[config.mk]
export PLATFORM = sky130hd
export DESIGN_NAME = ext_memory_interface_timing
export DESIGN_NICKNAME = d
export VERILOG_FILES = /design/src/hw/emi_pkg.sv /design/src/hw/phase_counter.sv /design/src/hw/ext_memory_interface_timing.sv
export SDC_FILE = /design/constraint.sdc
export NUM_CORES = 1
export LEC_CHECK = 0
export BUFFER_PORTS_ARGS = -buffer_cell sky130_fd_sc_hd__buf_2
export CORE_MARGIN = 8
export CORE_UTILIZATION = 45
export DETAILED_ROUTE_END_ITERATION = 16
export PLACE_DENSITY = 0.69
export SLEW_MARGIN = 30
export SYNTH_ARGS = -nofsm -noshare
export SYNTH_HDL_FRONTEND = slang
export SYNTH_SLANG_ARGS = --single-unit
export TNS_END_PERCENT = 20
[constraint.sdc]
create_clock -name clock -period 2.67 [get_ports clock]
set_input_delay 0.801 -clock clock [delete_from_list [all_inputs] [get_ports clock]]
set_output_delay 0.801 -clock clock [all_outputs]
set_load 0.01 [all_outputs]
[src/hw/emi_pkg.sv]
// constants shared by the external memory port timing logic
package emi_pkg;
	// register addresses on the special function register port
	localparam logic [7:0] ADDR_TIMING = 8'haa;
	localparam logic [7:0] ADDR_CONFIG = 8'hb2;
	// reset values
	localparam logic [7:0] TIMING_RESET = 8'hff;
	localparam logic [4:0] CONFIG_RESET = 5'h03;
	localparam logic [2:0] CONFIG_UNUSED_READ = 3'h0;
	// field positions in the configuration register
	localparam int MUX_SELECT_BIT = 4;
	localparam int MAP_MODE_LSB = 2;
	localparam int LATCH_WIDTH_LSB = 0;
	// field positions in the timing register
	localparam int SETUP_LSB = 6;
	localparam int STROBE_LSB = 2;
	localparam int HOLD_LSB = 0;
	// memory map modes
	localparam logic [1:0] MAP_INTERNAL = 2'h0;
	localparam logic [1:0] MAP_SPLIT_NO_BANK = 2'h1;
	localparam logic [1:0] MAP_SPLIT_BANK = 2'h2;
	localparam logic [1:0] MAP_EXTERNAL = 2'h3;
	// first off-chip address of the split modes (4 kB)
	localparam logic [15:0] ONCHIP_LIMIT = 16'h1000;
	localparam int ONCHIP_ADDR_BITS = 12;
	typedef enum logic [2:0] {P_IDLE, P_ALE_HI, P_ALE_LO, P_SETUP, P_STROBE, P_HOLD} phase_t;
endpackage

[src/hw/phase_counter.sv]
// down counter that times one phase of an off-chip access
`timescale 1ns/1ps
`default_nettype none
module phase_counter
(
	// clock and reset
	input wire logic clock,
	input wire logic resetn,
	// load with cycles minus one
	input wire logic load,
	input wire logic [3:0] load_val,
	// remaining count
	output logic [3:0] count,
	output logic expired
);
	typedef struct packed
	{
		logic [3:0] cnt;
	} cnt_state_t;

	cnt_state_t st;
	cnt_state_t next_st;

	always_comb
	begin
		next_st = st;
		if (load)
			next_st.cnt = load_val;
		else if (st.cnt != 4'h0)
			next_st.cnt = st.cnt - 4'h1;
	end

	always_ff @(posedge clock or negedge resetn)
	begin
		if (!resetn)
			st <= '0;
		else
			st <= next_st;
	end

	assign count = st.cnt;
	assign expired = (st.cnt == 4'h0);
endmodule
`default_nettype wire

[src/hw/ext_memory_interface_timing.sv]
// external memory port: configuration registers, address routing and bus timing
`timescale 1ns/1ps
`default_nettype none
module ext_memory_interface_timing
(
	// clock and reset
	input wire logic clock,
	input wire logic resetn,
	// special function register port
	input wire logic [7:0] sfr_addr,
	input wire logic sfr_wr,
	input wire logic [7:0] sfr_wdata,
	output logic [7:0] sfr_rdata,
	// external move request from the core
	input wire logic acc_req,
	input wire logic acc_write,
	input wire logic acc_8bit,
	input wire logic [15:0] acc_addr,
	input wire logic [7:0] acc_wdata,
	input wire logic [7:0] page_reg,
	input wire logic [7:0] addr_high_latch,
	output logic acc_busy,
	output logic acc_done,
	output logic [7:0] acc_rdata,
	// on-chip external data RAM select
	output logic onchip_sel,
	output logic [11:0] onchip_addr,
	// external memory pins
	output logic [7:0] ext_addr_hi,
	output logic [7:0] ext_addr_lo,
	input wire logic [7:0] ext_data_in,
	output logic [7:0] ext_data_out,
	output logic ext_data_oe,
	output logic ext_ale,
	output logic ext_rd_n,
	output logic ext_wr_n
);
	typedef struct packed
	{
		logic [4:0] cfg;
		logic [7:0] tim;
		logic [7:0] rdata;
		emi_pkg::phase_t phase;
		logic [7:0] lat_tim;
		logic [1:0] lat_lw;
		logic is_write;
		logic busy;
		logic done;
		logic [7:0] acc_rdata;
		logic onchip_sel;
		logic [11:0] onchip_addr;
		logic [7:0] addr_hi;
		logic [7:0] addr_lo;
		logic [7:0] data_out;
		logic [7:0] wdata;
		logic data_oe;
		logic ale;
		logic rd_n;
		logic wr_n;
		logic [7:0] sync1;
		logic [7:0] sync2;
	} emi_state_t;

	emi_state_t st;
	emi_state_t next_st;
	logic load;
	logic [3:0] load_val;
	logic expired;
	logic [15:0] eff_addr;
	logic offchip;
	logic mux_mode;
	logic [1:0] map_mode;

	phase_counter u_phase_counter
	(
		.clock(clock),
		.resetn(resetn),
		.load(load),
		.load_val(load_val),
		.count(),
		.expired(expired)
	);

	// -----------------------------------------------------------
	// routing of a new access
	// -----------------------------------------------------------
	assign mux_mode = ~st.cfg[emi_pkg::MUX_SELECT_BIT];
	assign map_mode = st.cfg[emi_pkg::MAP_MODE_LSB +: 2];

	always_comb
	begin
		eff_addr = acc_addr;
		if (acc_8bit)
		begin
			if (map_mode == emi_pkg::MAP_SPLIT_BANK)
				eff_addr[15:8] = page_reg;
			else
				eff_addr[15:8] = addr_high_latch;
		end
		case (map_mode)
			emi_pkg::MAP_INTERNAL: offchip = 1'b0;
			emi_pkg::MAP_EXTERNAL: offchip = 1'b1;
			default: offchip = (eff_addr >= emi_pkg::ONCHIP_LIMIT);
		endcase
	end

	// -----------------------------------------------------------
	// registers and access sequencer
	// -----------------------------------------------------------
	always_comb
	begin
		next_st = st;
		load = 1'b0;
		load_val = 4'h0;
		next_st.done = 1'b0;
		next_st.onchip_sel = 1'b0;
		next_st.sync1 = ext_data_in;
		next_st.sync2 = st.sync1;
		if (sfr_wr && sfr_addr == emi_pkg::ADDR_CONFIG)
			next_st.cfg = sfr_wdata[4:0];
		if (sfr_wr && sfr_addr == emi_pkg::ADDR_TIMING)
			next_st.tim = sfr_wdata;
		case (sfr_addr)
			emi_pkg::ADDR_CONFIG: next_st.rdata = {emi_pkg::CONFIG_UNUSED_READ, st.cfg};
			emi_pkg::ADDR_TIMING: next_st.rdata = st.tim;
			default: next_st.rdata = 8'h00;
		endcase
		case (st.phase)
			emi_pkg::P_IDLE:
			begin
				if (acc_req && !offchip)
				begin
					next_st.onchip_sel = 1'b1;
					next_st.onchip_addr = eff_addr[emi_pkg::ONCHIP_ADDR_BITS-1:0];
					next_st.done = 1'b1;
				end
				else if (acc_req)
				begin
					next_st.busy = 1'b1;
					next_st.is_write = acc_write;
					next_st.lat_tim = st.tim;
					next_st.lat_lw = st.cfg[emi_pkg::LATCH_WIDTH_LSB +: 2];
					next_st.addr_hi = eff_addr[15:8];
					next_st.data_out = acc_write ? acc_wdata : 8'h00;
					// the core holds write data for the request cycle only
					next_st.wdata = acc_wdata;
					if (mux_mode)
					begin
						// low address rides the data pins while the latch strobe is high
						next_st.phase = emi_pkg::P_ALE_HI;
						next_st.ale = 1'b1;
						next_st.addr_lo = 8'h00;
						next_st.data_out = eff_addr[7:0];
						next_st.data_oe = 1'b1;
						load = 1'b1;
						load_val = {2'b00, st.cfg[emi_pkg::LATCH_WIDTH_LSB +: 2]};
					end
					else
					begin
						next_st.addr_lo = eff_addr[7:0];
						next_st.data_oe = acc_write;
						next_st.phase = emi_pkg::P_SETUP;
						load = 1'b1;
						load_val = {2'b00, st.tim[emi_pkg::SETUP_LSB +: 2]};
						if (st.tim[emi_pkg::SETUP_LSB +: 2] == 2'h0)
						begin
							next_st.phase = emi_pkg::P_STROBE;
							load_val = st.tim[emi_pkg::STROBE_LSB +: 4];
							next_st.rd_n = acc_write;
							next_st.wr_n = ~acc_write;
						end
						else
							load_val = {2'b00, st.tim[emi_pkg::SETUP_LSB +: 2]} - 4'h1;
					end
				end
			end
			emi_pkg::P_ALE_HI:
			begin
				if (expired)
				begin
					next_st.phase = emi_pkg::P_ALE_LO;
					next_st.ale = 1'b0;
					load = 1'b1;
					load_val = {2'b00, st.lat_lw};
				end
			end
			emi_pkg::P_ALE_LO:
			begin
				if (expired)
				begin
					next_st.data_out = st.is_write ? st.wdata : 8'h00;
					next_st.data_oe = st.is_write;
					load = 1'b1;
					if (st.lat_tim[emi_pkg::SETUP_LSB +: 2] == 2'h0)
					begin
						next_st.phase = emi_pkg::P_STROBE;
						load_val = st.lat_tim[emi_pkg::STROBE_LSB +: 4];
						next_st.rd_n = st.is_write;
						next_st.wr_n = ~st.is_write;
					end
					else
					begin
						next_st.phase = emi_pkg::P_SETUP;
						load_val = {2'b00, st.lat_tim[emi_pkg::SETUP_LSB +: 2]} - 4'h1;
					end
				end
			end
			emi_pkg::P_SETUP:
			begin
				if (expired)
				begin
					next_st.phase = emi_pkg::P_STROBE;
					load = 1'b1;
					load_val = st.lat_tim[emi_pkg::STROBE_LSB +: 4];
					next_st.rd_n = st.is_write;
					next_st.wr_n = ~st.is_write;
				end
			end
			emi_pkg::P_STROBE:
			begin
				if (expired)
				begin
					next_st.rd_n = 1'b1;
					next_st.wr_n = 1'b1;
					if (!st.is_write)
						next_st.acc_rdata = st.sync2;
					if (st.lat_tim[emi_pkg::HOLD_LSB +: 2] == 2'h0)
					begin
						next_st.phase = emi_pkg::P_IDLE;
						next_st.busy = 1'b0;
						next_st.done = 1'b1;
						next_st.data_oe = 1'b0;
					end
					else
					begin
						next_st.phase = emi_pkg::P_HOLD;
						load = 1'b1;
						load_val = {2'b00, st.lat_tim[emi_pkg::HOLD_LSB +: 2]} - 4'h1;
					end
				end
			end
			emi_pkg::P_HOLD:
			begin
				if (expired)
				begin
					next_st.phase = emi_pkg::P_IDLE;
					next_st.busy = 1'b0;
					next_st.done = 1'b1;
					next_st.data_oe = 1'b0;
				end
			end
			default:
				next_st.phase = emi_pkg::P_IDLE;
		endcase
	end

	always_ff @(posedge clock or negedge resetn)
	begin
		if (!resetn)
		begin
			st <= '0;
			st.cfg <= emi_pkg::CONFIG_RESET;
			st.tim <= emi_pkg::TIMING_RESET;
			st.phase <= emi_pkg::P_IDLE;
			st.rd_n <= 1'b1;
			st.wr_n <= 1'b1;
		end
		else
			st <= next_st;
	end

	assign sfr_rdata = st.rdata;
	assign acc_busy = st.busy;
	assign acc_done = st.done;
	assign acc_rdata = st.acc_rdata;
	assign onchip_sel = st.onchip_sel;
	assign onchip_addr = st.onchip_addr;
	assign ext_addr_hi = st.addr_hi;
	assign ext_addr_lo = st.addr_lo;
	assign ext_data_out = st.data_out;
	assign ext_data_oe = st.data_oe;
	assign ext_ale = st.ale;
	assign ext_rd_n = st.rd_n;
	assign ext_wr_n = st.wr_n;

	// -----------------------------------------------------------
	// checks
	// -----------------------------------------------------------
	emi_pkg::phase_t prev_phase;
	logic [4:0] run;

	always_ff @(posedge clock or negedge resetn)
	begin
		if (!resetn)
		begin
			prev_phase <= emi_pkg::P_IDLE;
			run <= 5'h0;
		end
		else
		begin
			prev_phase <= st.phase;
			run <= (st.phase != prev_phase) ? 5'h1 : run + 5'h1;
		end
	end

	property p_mux_pins;
		@(posedge clock) disable iff (!resetn)
		ext_ale |-> (ext_data_oe && ext_addr_lo == 8'h00);
	endproperty
	a_mux_pins: assert property (p_mux_pins) else $error("latch phase without address on data pins");

	property p_internal_only;
		@(posedge clock) disable iff (!resetn)
		(acc_req && !acc_busy && map_mode == emi_pkg::MAP_INTERNAL)
			|=> (onchip_sel && onchip_addr == $past(acc_addr[11:0]) && !acc_busy);
	endproperty
	a_internal_only: assert property (p_internal_only) else $error("mode 00 access left chip");

	property p_split_low;
		@(posedge clock) disable iff (!resetn)
		(acc_req && !acc_busy && !acc_8bit && map_mode == emi_pkg::MAP_SPLIT_NO_BANK
			&& acc_addr < 16'h1000) |=> onchip_sel;
	endproperty
	a_split_low: assert property (p_split_low) else $error("low split address not on-chip");

	property p_bank_page;
		@(posedge clock) disable iff (!resetn)
		(acc_req && !acc_busy && acc_8bit && map_mode == emi_pkg::MAP_SPLIT_BANK
			&& page_reg >= 8'h10) |=> (acc_busy && ext_addr_hi == $past(page_reg));
	endproperty
	a_bank_page: assert property (p_bank_page) else $error("page register not used as high byte");

	property p_external_only;
		@(posedge clock) disable iff (!resetn)
		(acc_req && !acc_busy && map_mode == emi_pkg::MAP_EXTERNAL) |=> (!onchip_sel && acc_busy);
	endproperty
	a_external_only: assert property (p_external_only) else $error("mode 11 access went on-chip");

	property p_latch_width;
		@(posedge clock) disable iff (!resetn)
		(st.phase != prev_phase && (prev_phase == emi_pkg::P_ALE_HI || prev_phase == emi_pkg::P_ALE_LO))
			|-> run == {3'b000, st.lat_lw} + 5'h1;
	endproperty
	a_latch_width: assert property (p_latch_width) else $error("latch strobe phase length wrong");

	property p_no_latch_nonmux;
		@(posedge clock) disable iff (!resetn)
		(!acc_busy && acc_req && !mux_mode) |=> !ext_ale [*2];
	endproperty
	a_no_latch_nonmux: assert property (p_no_latch_nonmux) else $error("latch strobe in separate-bus mode");

	property p_setup_len;
		@(posedge clock) disable iff (!resetn)
		(st.phase != prev_phase && prev_phase == emi_pkg::P_SETUP)
			|-> run == {3'b000, st.lat_tim[7:6]};
	endproperty
	a_setup_len: assert property (p_setup_len) else $error("setup phase length wrong");

	property p_strobe_len;
		@(posedge clock) disable iff (!resetn)
		$rose(ext_rd_n && ext_wr_n) |-> run == {1'b0, st.lat_tim[5:2]} + 5'h1;
	endproperty
	a_strobe_len: assert property (p_strobe_len) else $error("read or write strobe length wrong");

	property p_hold_len;
		@(posedge clock) disable iff (!resetn)
		(st.phase != prev_phase && prev_phase == emi_pkg::P_HOLD)
			|-> (run == {3'b000, st.lat_tim[1:0]} && acc_done);
	endproperty
	a_hold_len: assert property (p_hold_len) else $error("hold phase length wrong");

	property p_upper_zero;
		@(posedge clock) disable iff (!resetn)
		(sfr_addr == emi_pkg::ADDR_CONFIG) |=> sfr_rdata[7:5] == 3'b000;
	endproperty
	a_upper_zero: assert property (p_upper_zero) else $error("unused config bits read nonzero");

	property p_order;
		@(posedge clock) disable iff (!resetn)
		(st.phase == emi_pkg::P_STROBE && prev_phase != emi_pkg::P_STROBE)
			|-> (prev_phase == emi_pkg::P_SETUP || prev_phase == emi_pkg::P_ALE_LO
			|| prev_phase == emi_pkg::P_IDLE);
	endproperty
	a_order: assert property (p_order) else $error("strobe entered out of sequence");
endmodule
`default_nettype wire

==> impl_metrics.json, run 1 <==
{
  "setup_ws_ps": 140.2,
  "final_core_util": 0.5480,
  "synth_seq_area_share": 0.5279,
  "core_sq_um": 11910,
  "clock_latency_ps": 410,
  "finalHoldViolations": 0,
  "drtIter0Drc": 292,
  "io_pins": 129,
  "drt_wl_total_um": 13280,
  "min_period_ps": 2530,
  "synth.most_common_cell": "nand2_1",
  "setup_viol": 0,
  "wl_per_cell_um": 17.03,
  "syn_avg_cell_area_sq_um": 10.35,
  "die_w_um": 125.9,
  "antenna_found_initial": 0,
  "die-area_sq_um": 15840,
  "synth_nets": 598,
  "finalNonFillerCells": 780,
  "synth_top_area_cell": "dfrtp_1",
  "yosysTopAreaCellShare": 0.4698,
  "cp-end-kind": "flop",
  "grt_util_all_layers": 0.1728,
  "drive_above_1_share": 0.3949,
  "peakVddDrop_mv": 0.4310,
  "grt_start_max_net_pins": 52,
  "hpwlAfterDp_um": 10080,
  "synth_edf_count": 0,
  "pre_cts_ws_ps": -57.68,
  "crit_required_ps": 2960,
  "synth_top_flop_cell": "dfrtp_1",
  "status": "finished clean",
  "clk_pin_slew_ps": 50,
  "viasPerCell": 5.247,
  "grt_pass1_vias": 4347,
  "power_leakage_nw": 3.249,
  "yosysWarningCount": 0,
  "clock_skew_ps": 7.748,
  "fin_tns_setup_ps": 0,
  "worstSetupPathType": "flop to flop",
  "drv_slew": 0,
  "clkSinkCount": 114,
  "syn-cell-area_sq_um": 5433,
  "postCtsHoldBufs": 0,
  "num-nets-final": 693,
  "arrival_ps": 2820,
  "synth_cells": 525,
  "clockRootBuffer": "clkbuf_16",
  "power_per_cell_area_nw_per_um2": 882.6,
  "numCtsBuffers": 17,
  "fp-row-count": 40,
  "netlist_top_cells_area": "dfrtp_1 (47%), mux2_2 (8.3%), nand2_1 (8.2%)",
  "critPathLaunchType": "flop",
  "ys_ff_latch": 114,
  "io_buffers": 128,
  "synth_common_cells": "nand2_1 (119), dfrtp_1 (102), buf_4 (56)",
  "grt_pass1_wl_um": 21960,
  "max_freq_mhz": 395.3,
  "drtPass1Iterations": 4,
  "gp_congestion": 0.8835,
  "drtAntennaViolNets": 0,
  "diodes": 0,
  "synth_cell_types": 56,
  "cts_tree": "done",
  "grt_remaining_overflow": 0,
  "drc_errors": 0,
  "dp_cells": 748,
  "fillerInstances": 1063,
  "tightest_slew_ps": 458.2,
  "relSlewSlack": 0.6929,
  "start_util": 0.4561,
  "num_vias": 4093,
  "async_reset_ff_frac": 1.000,
  "area_growth_pct": 20.15,
  "cts_max_path_buffers": 2,
  "fp.dieH_um": 125.9,
  "htreeDepth": 4,
  "cp_max_fo": 7,
  "maxCapViolCount": 0,
  "hold_path.class": "input pin to asynchronous set/reset pin",
  "final.period_utilization": 0.9475
}
==> stage by stage <==
stage / cell area [sq um] / hold slack [ps] / total power, mW
floorplan: 5433 / 331.2 / 3.402
global placement: 5974 / 332.2 / 3.703
detailed placement: 5974 / 334.7 / 3.765
CTS: 6521 / 320.5 / 5.822
global route: 6528 / 338.6 / 6.079
finish: 6528 / 328.3 / 5.761
==> flip-flops by register name, indices dropped and copies added (netlist names), 2 cells and up <==
name / flops
st: 41
onchip_addr: 12
acc_rdata: 8
ext_addr_hi: 8
ext_addr_lo: 8
ext_data_out: 8
next_st: 8
sfr_rdata: 8
u_phase_counter.count: 4
map_mode: 2
==> cells by family after synthesis <==
kind of cell	after synthesis	synth area share
adders and majority gates	3	0.006910
AOI/OAI and AO/OA	93	0.1094
and+or+nand+nor	181	0.1550
buffers and inverters	85	0.1004
DFF	114	0.5279
muxes	49	0.1004
==> what timing repair did <==
action / 4_1_cts / 5_1_grt
gates resized for setup: 0 / 2
endpoints found under the setup margin: 0 / 51
buffers inserted: 0 / 0
endpoints found under the hold margin: 0 / 0
==> area by class of cell <==
type / count / area [sq um] / area share
clock buffer: 18 / 439.2 / 0.06728
inverter: 9 / 33.78 / 0.005175
multi-input combinational: 326 / 2034 / 0.3117
clock inverter: 14 / 107.6 / 0.01648
tap: 147 / 183.9 / 0.02818
timing repair buffer: 152 / 860.8 / 0.1319
sequential: 114 / 2868 / 0.4393
==> metal layers <==
layer  routed length, um  GRT usage
met4                 216    0.06865
met5                   0          0
met3                 952    0.06118
met1                5680     0.2018
met2                6433     0.2854
==> path summary, 6_finish.rpt <==
check / from / end / slack, ps / cells after the start
worst max-delay path: map_mode[0] / ext_data_out[7] / 140 / 9
worst min-delay path: resetn / ext_addr_hi[5] / 330 / 1
worst max register to register: map_mode[0] / ext_data_out[7] / 140 / 9
worst min register to register: next_st[0] / st[0] / 340 / 0
max in group asynchronous: resetn / st[106] / 1600 / 2
min in group clock: next_st[0] / st[0] / 340 / 0
==> worst max-delay path: stages, from the launching register on <==
cell,delay [ps]
dfrtp_1,370
inv_1,60
ha_2,250
mux2_4,330
a211oi_2,270
nor4b_4,300
buf_4,180
or3_1,240
o21ai_0,140
mux2_2,270
==> power by group <==
part | switching, mW | internal, mW | leakage (nW)
sequential | 0.225 | 2.09 | 1.46
clock | 0.812 | 1.22 | 0.263
combinational | 0.796 | 0.623 | 1.53
==> placed cells by master (no fill, tap or decap), types with 4 or more instances in the layout <==
cell type	instances
nor2_1	14
dfrtp_1	102
a22oi_1	7
mux2_2	40
or3_1	4
a21oi_1	15
o21ai_0	30
mux2i_1	8
clkbuf_16	17
dfstp_2	12
buf_2	127
a22o_1	6
and2_1	5
nor2b_1	5
buf_4	22
o21ai_1	10
nand2_1	119
inv_1	8
nor3_1	6
clkinv_4	5
nand3_1	5
Power figures use the tool's default switching activity.
==> run 2: changes to the inputs <==
CORE_MARGIN = 1.5   (was 8)
==> run 2 against run 1 <==
Compared with the run above:
- worst setup slack improved by 19 ps
- total power up 5.9%
- fmax rose by 0.77%
- final cell count unchanged
- highest routed layer unchanged
==> impl_metrics.json, run 2 (synthesis results as in run 1) <==
{
  "hold_end": "st[3]",
  "crit_required_ps": 2960,
  "setup_viol": 0,
  "tightest_slew_ps": 677.4,
  "io_pins": 129,
  "drtPass1Iterations": 5,
  "postCtsSetupRepairBufs": 0,
  "status": "finished clean",
  "clkSinkCount": 114,
  "drive_above_1_share": 0.3940,
  "viasPerCell": 5.254,
  "power_leakage_nw": 3.314,
  "dp_cells": 748,
  "grt_start_max_net_pins": 52,
  "die-area_sq_um": 12740,
  "num-nets-final": 697,
  "peakVddDrop_mv": 0.4010,
  "htreeDepth": 4,
  "worstSetupPathType": "flop to flop",
  "num_vias": 4098,
  "drc_errors": 0,
  "finalNonFillerCells": 780,
  "maxCapViolCount": 0,
  "final_common_cell": "buf_2",
  "start_util": 0.4678,
  "grt_remaining_overflow": 0,
  "cts_max_path_buffers": 2,
  "fp-row-count": 39,
  "clockRootBuffer": "clkbuf_16",
  "cp_max_fo": 8,
  "reg2regPathDepth": 8,
  "holdPathStages": 0,
  "grt_pass1_wl_um": 20720,
  "clock_skew_ps": 12.79,
  "max_freq_mhz": 398.3,
  "cp_slowest_stage_delay_ps": 380,
  "core_sq_um": 11610,
  "clk_pin_slew_ps": 50,
  "diodes": 0,
  "postCtsHoldBufs": 0,
  "numCtsBuffers": 17,
  "layout_common_cells": "buf_2 (127), nand2_1 (119), dfrtp_1 (102), mux2_2 (40), o21ai_0 (30)",
  "rrSetupSlack_ps": 160,
  "cp_num_buf_inv": 1,
  "drt_wl_total_um": 12470,
  "area_growth_pct": 22.18,
  "grt_util_all_layers": 0.2081,
  "hold_path.class": "flop to flop",
  "clock_latency_ps": 410,
  "hpwlAfterDp_um": 9198,
  "critPathLaunchType": "flop",
  "cts_tree": "done",
  "drtAntennaViolNets": 0,
  "min_from": "next_st[3]",
  "cp_slowest_cell": "mux2_2",
  "wl_per_cell_um": 15.98,
  "antenna_found_initial": 0,
  "arrival_ps": 2800,
  "rr_endpoint": "ext_data_out[7]",
  "die_w_um": 112.9,
  "min_period_ps": 2511,
  "drtIter0Drc": 275,
  "top_register": "st",
  "reg2reg_from": "map_mode[0]",
  "largest_reg_flops": 41,
  "gp_congestion": 0.8401,
  "fp.dieH_um": 112.9,
  "grt_pass1_vias": 4223,
  "crit_family": "multiplexers",
  "final_core_util": 0.5715,
  "drv_slew": 0,
  "worstPathCellList": "inv_1 -> ha_4 -> mux2_4 -> a211oi_2 -> nor4b_4 -> nor3_2 -> a21oi_4 -> mux2_2",
  "relSlewSlack": 0.5484,
  "cp-end-kind": "flop",
  "final.period_utilization": 0.9403,
  "power_per_cell_area_nw_per_um2": 919.3,
  "io_buffers": 128,
  "rsz0062_at_grt": "false",
  "finalHoldViolations": 0
}
[run 2: metrics by stage]
stage	hold slack, ps	setup TNS (ps)	worst slack, ps	power (mW)	area (sq um)
5_1_grt	350.1	0	36.92	6.421	6638
2_1_floorplan	331.2	0	157.1	3.402	5433
6_report	343.6	0	159.4	6.102	6638
3_5_place_dp	337.1	-245.3	-29.89	3.753	5996
4_1_cts	346.0	0	13.08	6.145	6619
3_3_place_gp	332.7	0	47.33	3.694	5996
[run 2: cell type report]
| cell class | count | area, sq um |
|---|---|---|
| fillers | 991 | 4976 |
| repair buffers | 156 | 890.9 |
| multi-input cells | 326 | 2046 |
| clock buffers | 22 | 464.2 |
| well taps | 143 | 178.9 |
| clock inverters | 10 | 156.4 |
| flip-flops and latches | 114 | 2868 |
| inverters | 9 | 33.78 |
[run 2: worst reg2reg max path, cell delays in order (launching register included)]
cell and delay (ps):
dfrtp_1 370, inv_1 100, ha_4 210, mux2_4 330
a211oi_2 250, nor4b_4 350, nor3_2 120, a21oi_4 280
mux2_2 380
[run 2: layer usage]
metal  GRT usage  vias to the layer above  routed length, um
met4     0.06833                        0                131
met2      0.3577                      128               6335
met1      0.2574                     1994               5353
met5           0                        -                  0
li1            -                     1962                  -
met3     0.05463                       14                646
[run 2: where the power goes]
group / internal [mW] / total [mW] / leakage (nW) / switching (mW)
Combinational: 0.628 / 1.43 / 1.55 / 0.799
Sequential: 2.09 / 2.31 / 1.46 / 0.218
Clock: 1.60 / 2.37 / 0.304 / 0.763
[run 2: repair_timing]
| item | 4_1_cts | 5_1_grt |
|---|---|---|
| gates cloned | 0 | 0 |
| endpoints found under the setup margin | 15 | 17 |
| resized for setup | 1 | 3 |
[run 2: how the worst max path moves through the flow]
| stage | to | slack [ps] | startpoint | depth (start not counted) |
|---|---|---|---|---|
| final | ext_data_out[7] | 160 | map_mode[0] | 8 |
| after global routing | ext_data_out[3] | 40 | map_mode[0] | 8 |
| after CTS | ext_data_out[2] | 10 | map_mode[0] | 9 |
| after detailed placement | onchip_addr[3] | -30 | acc_8bit | 7 |
| after global placement | ext_data_out[0] | 50 | addr_high_latch[5] | 8 |
| after floorplan | ext_addr_hi[3] | 160 | acc_8bit | 7 |
==> run 3: changes to the inputs <==
SLEW_MARGIN = 20   (was 30)
clock period = 3.2 ns   (was 2.67 ns; I/O delays follow)
==> run 3 against run 2 <==
Compared with the run above:
- die area is the same
- cell area shrank 2.4%
- critical path depth grew 1
- fmax shrank 9.6%
- clock skew shrank 3.5 ps
- clock-buffer cell count shrank 2
- combinational power shrank 22%
- first-iteration DRC count grew 13%
- largest power group is now registers
==> impl_metrics.json, run 3 (synthesis results as in run 1) <==
{
  "status": "finished clean",
  "drtAntennaViolNets": 0,
  "fin_tns_setup_ps": 0,
  "clock_skew_ps": 9.300,
  "power_leakage_nw": 3.219,
  "top_register": "st",
  "postCtsSetupRepairBufs": 0,
  "drtIter0Drc": 311,
  "gp_congestion": 0.8361,
  "internal_power_mw": 3.505,
  "dp_cells": 734,
  "reg2regPathDepth": 9,
  "wl_met1_um": 5285,
  "grt_start_max_net_pins": 49,
  "num-nets-final": 683,
  "fp.dieH_um": 112.9,
  "finalHoldViolations": 0,
  "die_w_um": 112.9,
  "drtPass1Iterations": 5,
  "layout_common_cells": "buf_2 (127), nand2_1 (119), dfrtp_1 (102), mux2_2 (40), o21ai_0 (30)",
  "io_buffers": 128,
  "setup_ws_ps": 422.3,
  "arrival_ps": 3110,
  "hpwlAfterDp_um": 8871,
  "stdcell_area_sq_um": 6480,
  "finalNonFillerCells": 766,
  "worstSetupPathType": "flop to flop",
  "viasPerCell": 5.320,
  "peakVddDrop_mv": 0.3359,
  "cp_slowest_stage_delay_ps": 620,
  "drt_wl_total_um": 12230,
  "fillerInstances": 1003,
  "holdPathStages": 0,
  "clockPowerShare": 0.385,
  "area_growth_pct": 19.28,
  "clkSinkCount": 114,
  "drv_slew": 0,
  "postCtsHoldBufs": 0,
  "relSlewSlack": 0.5175,
  "cp-end-kind": "flop",
  "ctsResizeCount": 0,
  "start_util": 0.4678,
  "setup_viol": 0,
  "p_comb_frac": 0.223,
  "cts_max_path_buffers": 2,
  "max_freq_mhz": 360.0,
  "worstPathCellList": "ha_1 -> buf_4 -> mux2i_1 -> a21oi_1 -> or4b_4 -> nand3_4 -> buf_12 -> nand2_1 -> o21ai_1",
  "fp-row-count": 39,
  "dpl-instance-area_sq_um": 5866,
  "grt_remaining_overflow": 0,
  "cp_slowest_cell": "or4b_4",
  "total_power_mw": 4.994,
  "wl_per_cell_um": 15.96,
  "hold_path.class": "flop to flop",
  "crit_family": "simple AND/OR/NAND/NOR gates",
  "grt_pass1_vias": 4227,
  "tightest_slew_ps": 722.2,
  "crit_required_ps": 3530,
  "htreeDepth": 4,
  "diodes": 0,
  "rsz0062_at_grt": "false",
  "dr.max_layer_used": "met4",
  "power_switching_mw": 1.489,
  "cts_tree": "done",
  "grt_util_all_layers": 0.2014,
  "wl_met2_um": 6122,
  "power_per_cell_area_nw_per_um2": 770.7,
  "drive_above_1_share": 0.3788,
  "pre_cts_ws_ps": 328.9,
  "final.period_utilization": 0.8680,
  "num_vias": 4075,
  "route.met3.wl_um": 609,
  "final_core_util": 0.5580,
  "clock_latency_ps": 410,
  "drc_errors": 0,
  "core_sq_um": 11610,
  "die-area_sq_um": 12740,
  "numCtsBuffers": 17,
  "critPathLaunchType": "flop",
  "min_period_ps": 2778,
  "cp_max_fo": 28,
  "antenna_found_initial": 0,
  "clk_pin_slew_ps": 60,
  "grt_pass1_wl_um": 20200,
  "maxCapViolCount": 0,
  "cp_num_buf_inv": 2,
  "fin_hold_ws_ps": 346.4,
  "io_pins": 129,
  "largest_reg_flops": 41,
  "clockRootBuffer": "clkbuf_16",
  "cp.depth": 9,
  "final_common_cell": "buf_2",
  "p_sw_frac": 0.2982,
  "pwr-share-seq": 0.392
}
==> run 3: final timing paths <==
| kind | slack, ps | from | end |
|---|---|---|---|
| min reg2reg | 350 | next_st[4] | st[4] |
| max reg2reg | 420 | map_mode[1] | ext_addr_lo[6] |
| max | 420 | map_mode[1] | ext_addr_lo[6] |
| min | 350 | next_st[4] | st[4] |
| min in group asynchronous | 560 | resetn | sfr_rdata[3] |
| max in group asynchronous | 1860 | resetn | onchip_addr[6] |
==> run 3: cell type report <==
type / count / area (sq um) / share of cell area
Inverter: 9 / 33.78 / 0.005213
Multi-Input combinational cell: 326 / 2024 / 0.3124
Sequential cell: 114 / 2868 / 0.4426
Clock buffer: 20 / 456.7 / 0.07048
Tap cell: 143 / 178.9 / 0.02761
Timing Repair Buffer: 142 / 760.7 / 0.1174
Clock inverter: 12 / 157.7 / 0.02433
==> run 3: power groups by stage <==
stage               Sequential (mW)  Clock [mW]  Combinational (mW)
CTS                            1.96        1.96                1.12
detailed placement             1.98           0                1.12
global placement               1.96           0                1.08
global route                   2.00        2.03                1.24
finish                         1.96        1.92                1.11
floorplan                      1.90           0               0.939
==> run 3: per-layer routing <==
layer / track usage / up-vias
met5: 0 / -
met4: 0.09500 / 0
met3: 0.03749 / 20
met2: 0.3382 / 151
met1: 0.2539 / 1979
li1: - / 1925
==> run 3: worst register-to-register path, cell delays in order, from the launching register on <==
cell     delay [ps]
dfrtp_1         450
ha_1            390
buf_4           210
mux2i_1         210
a21oi_1         160
or4b_4          620
nand3_4         290
buf_12          220
nand2_1          80
o21ai_1          70
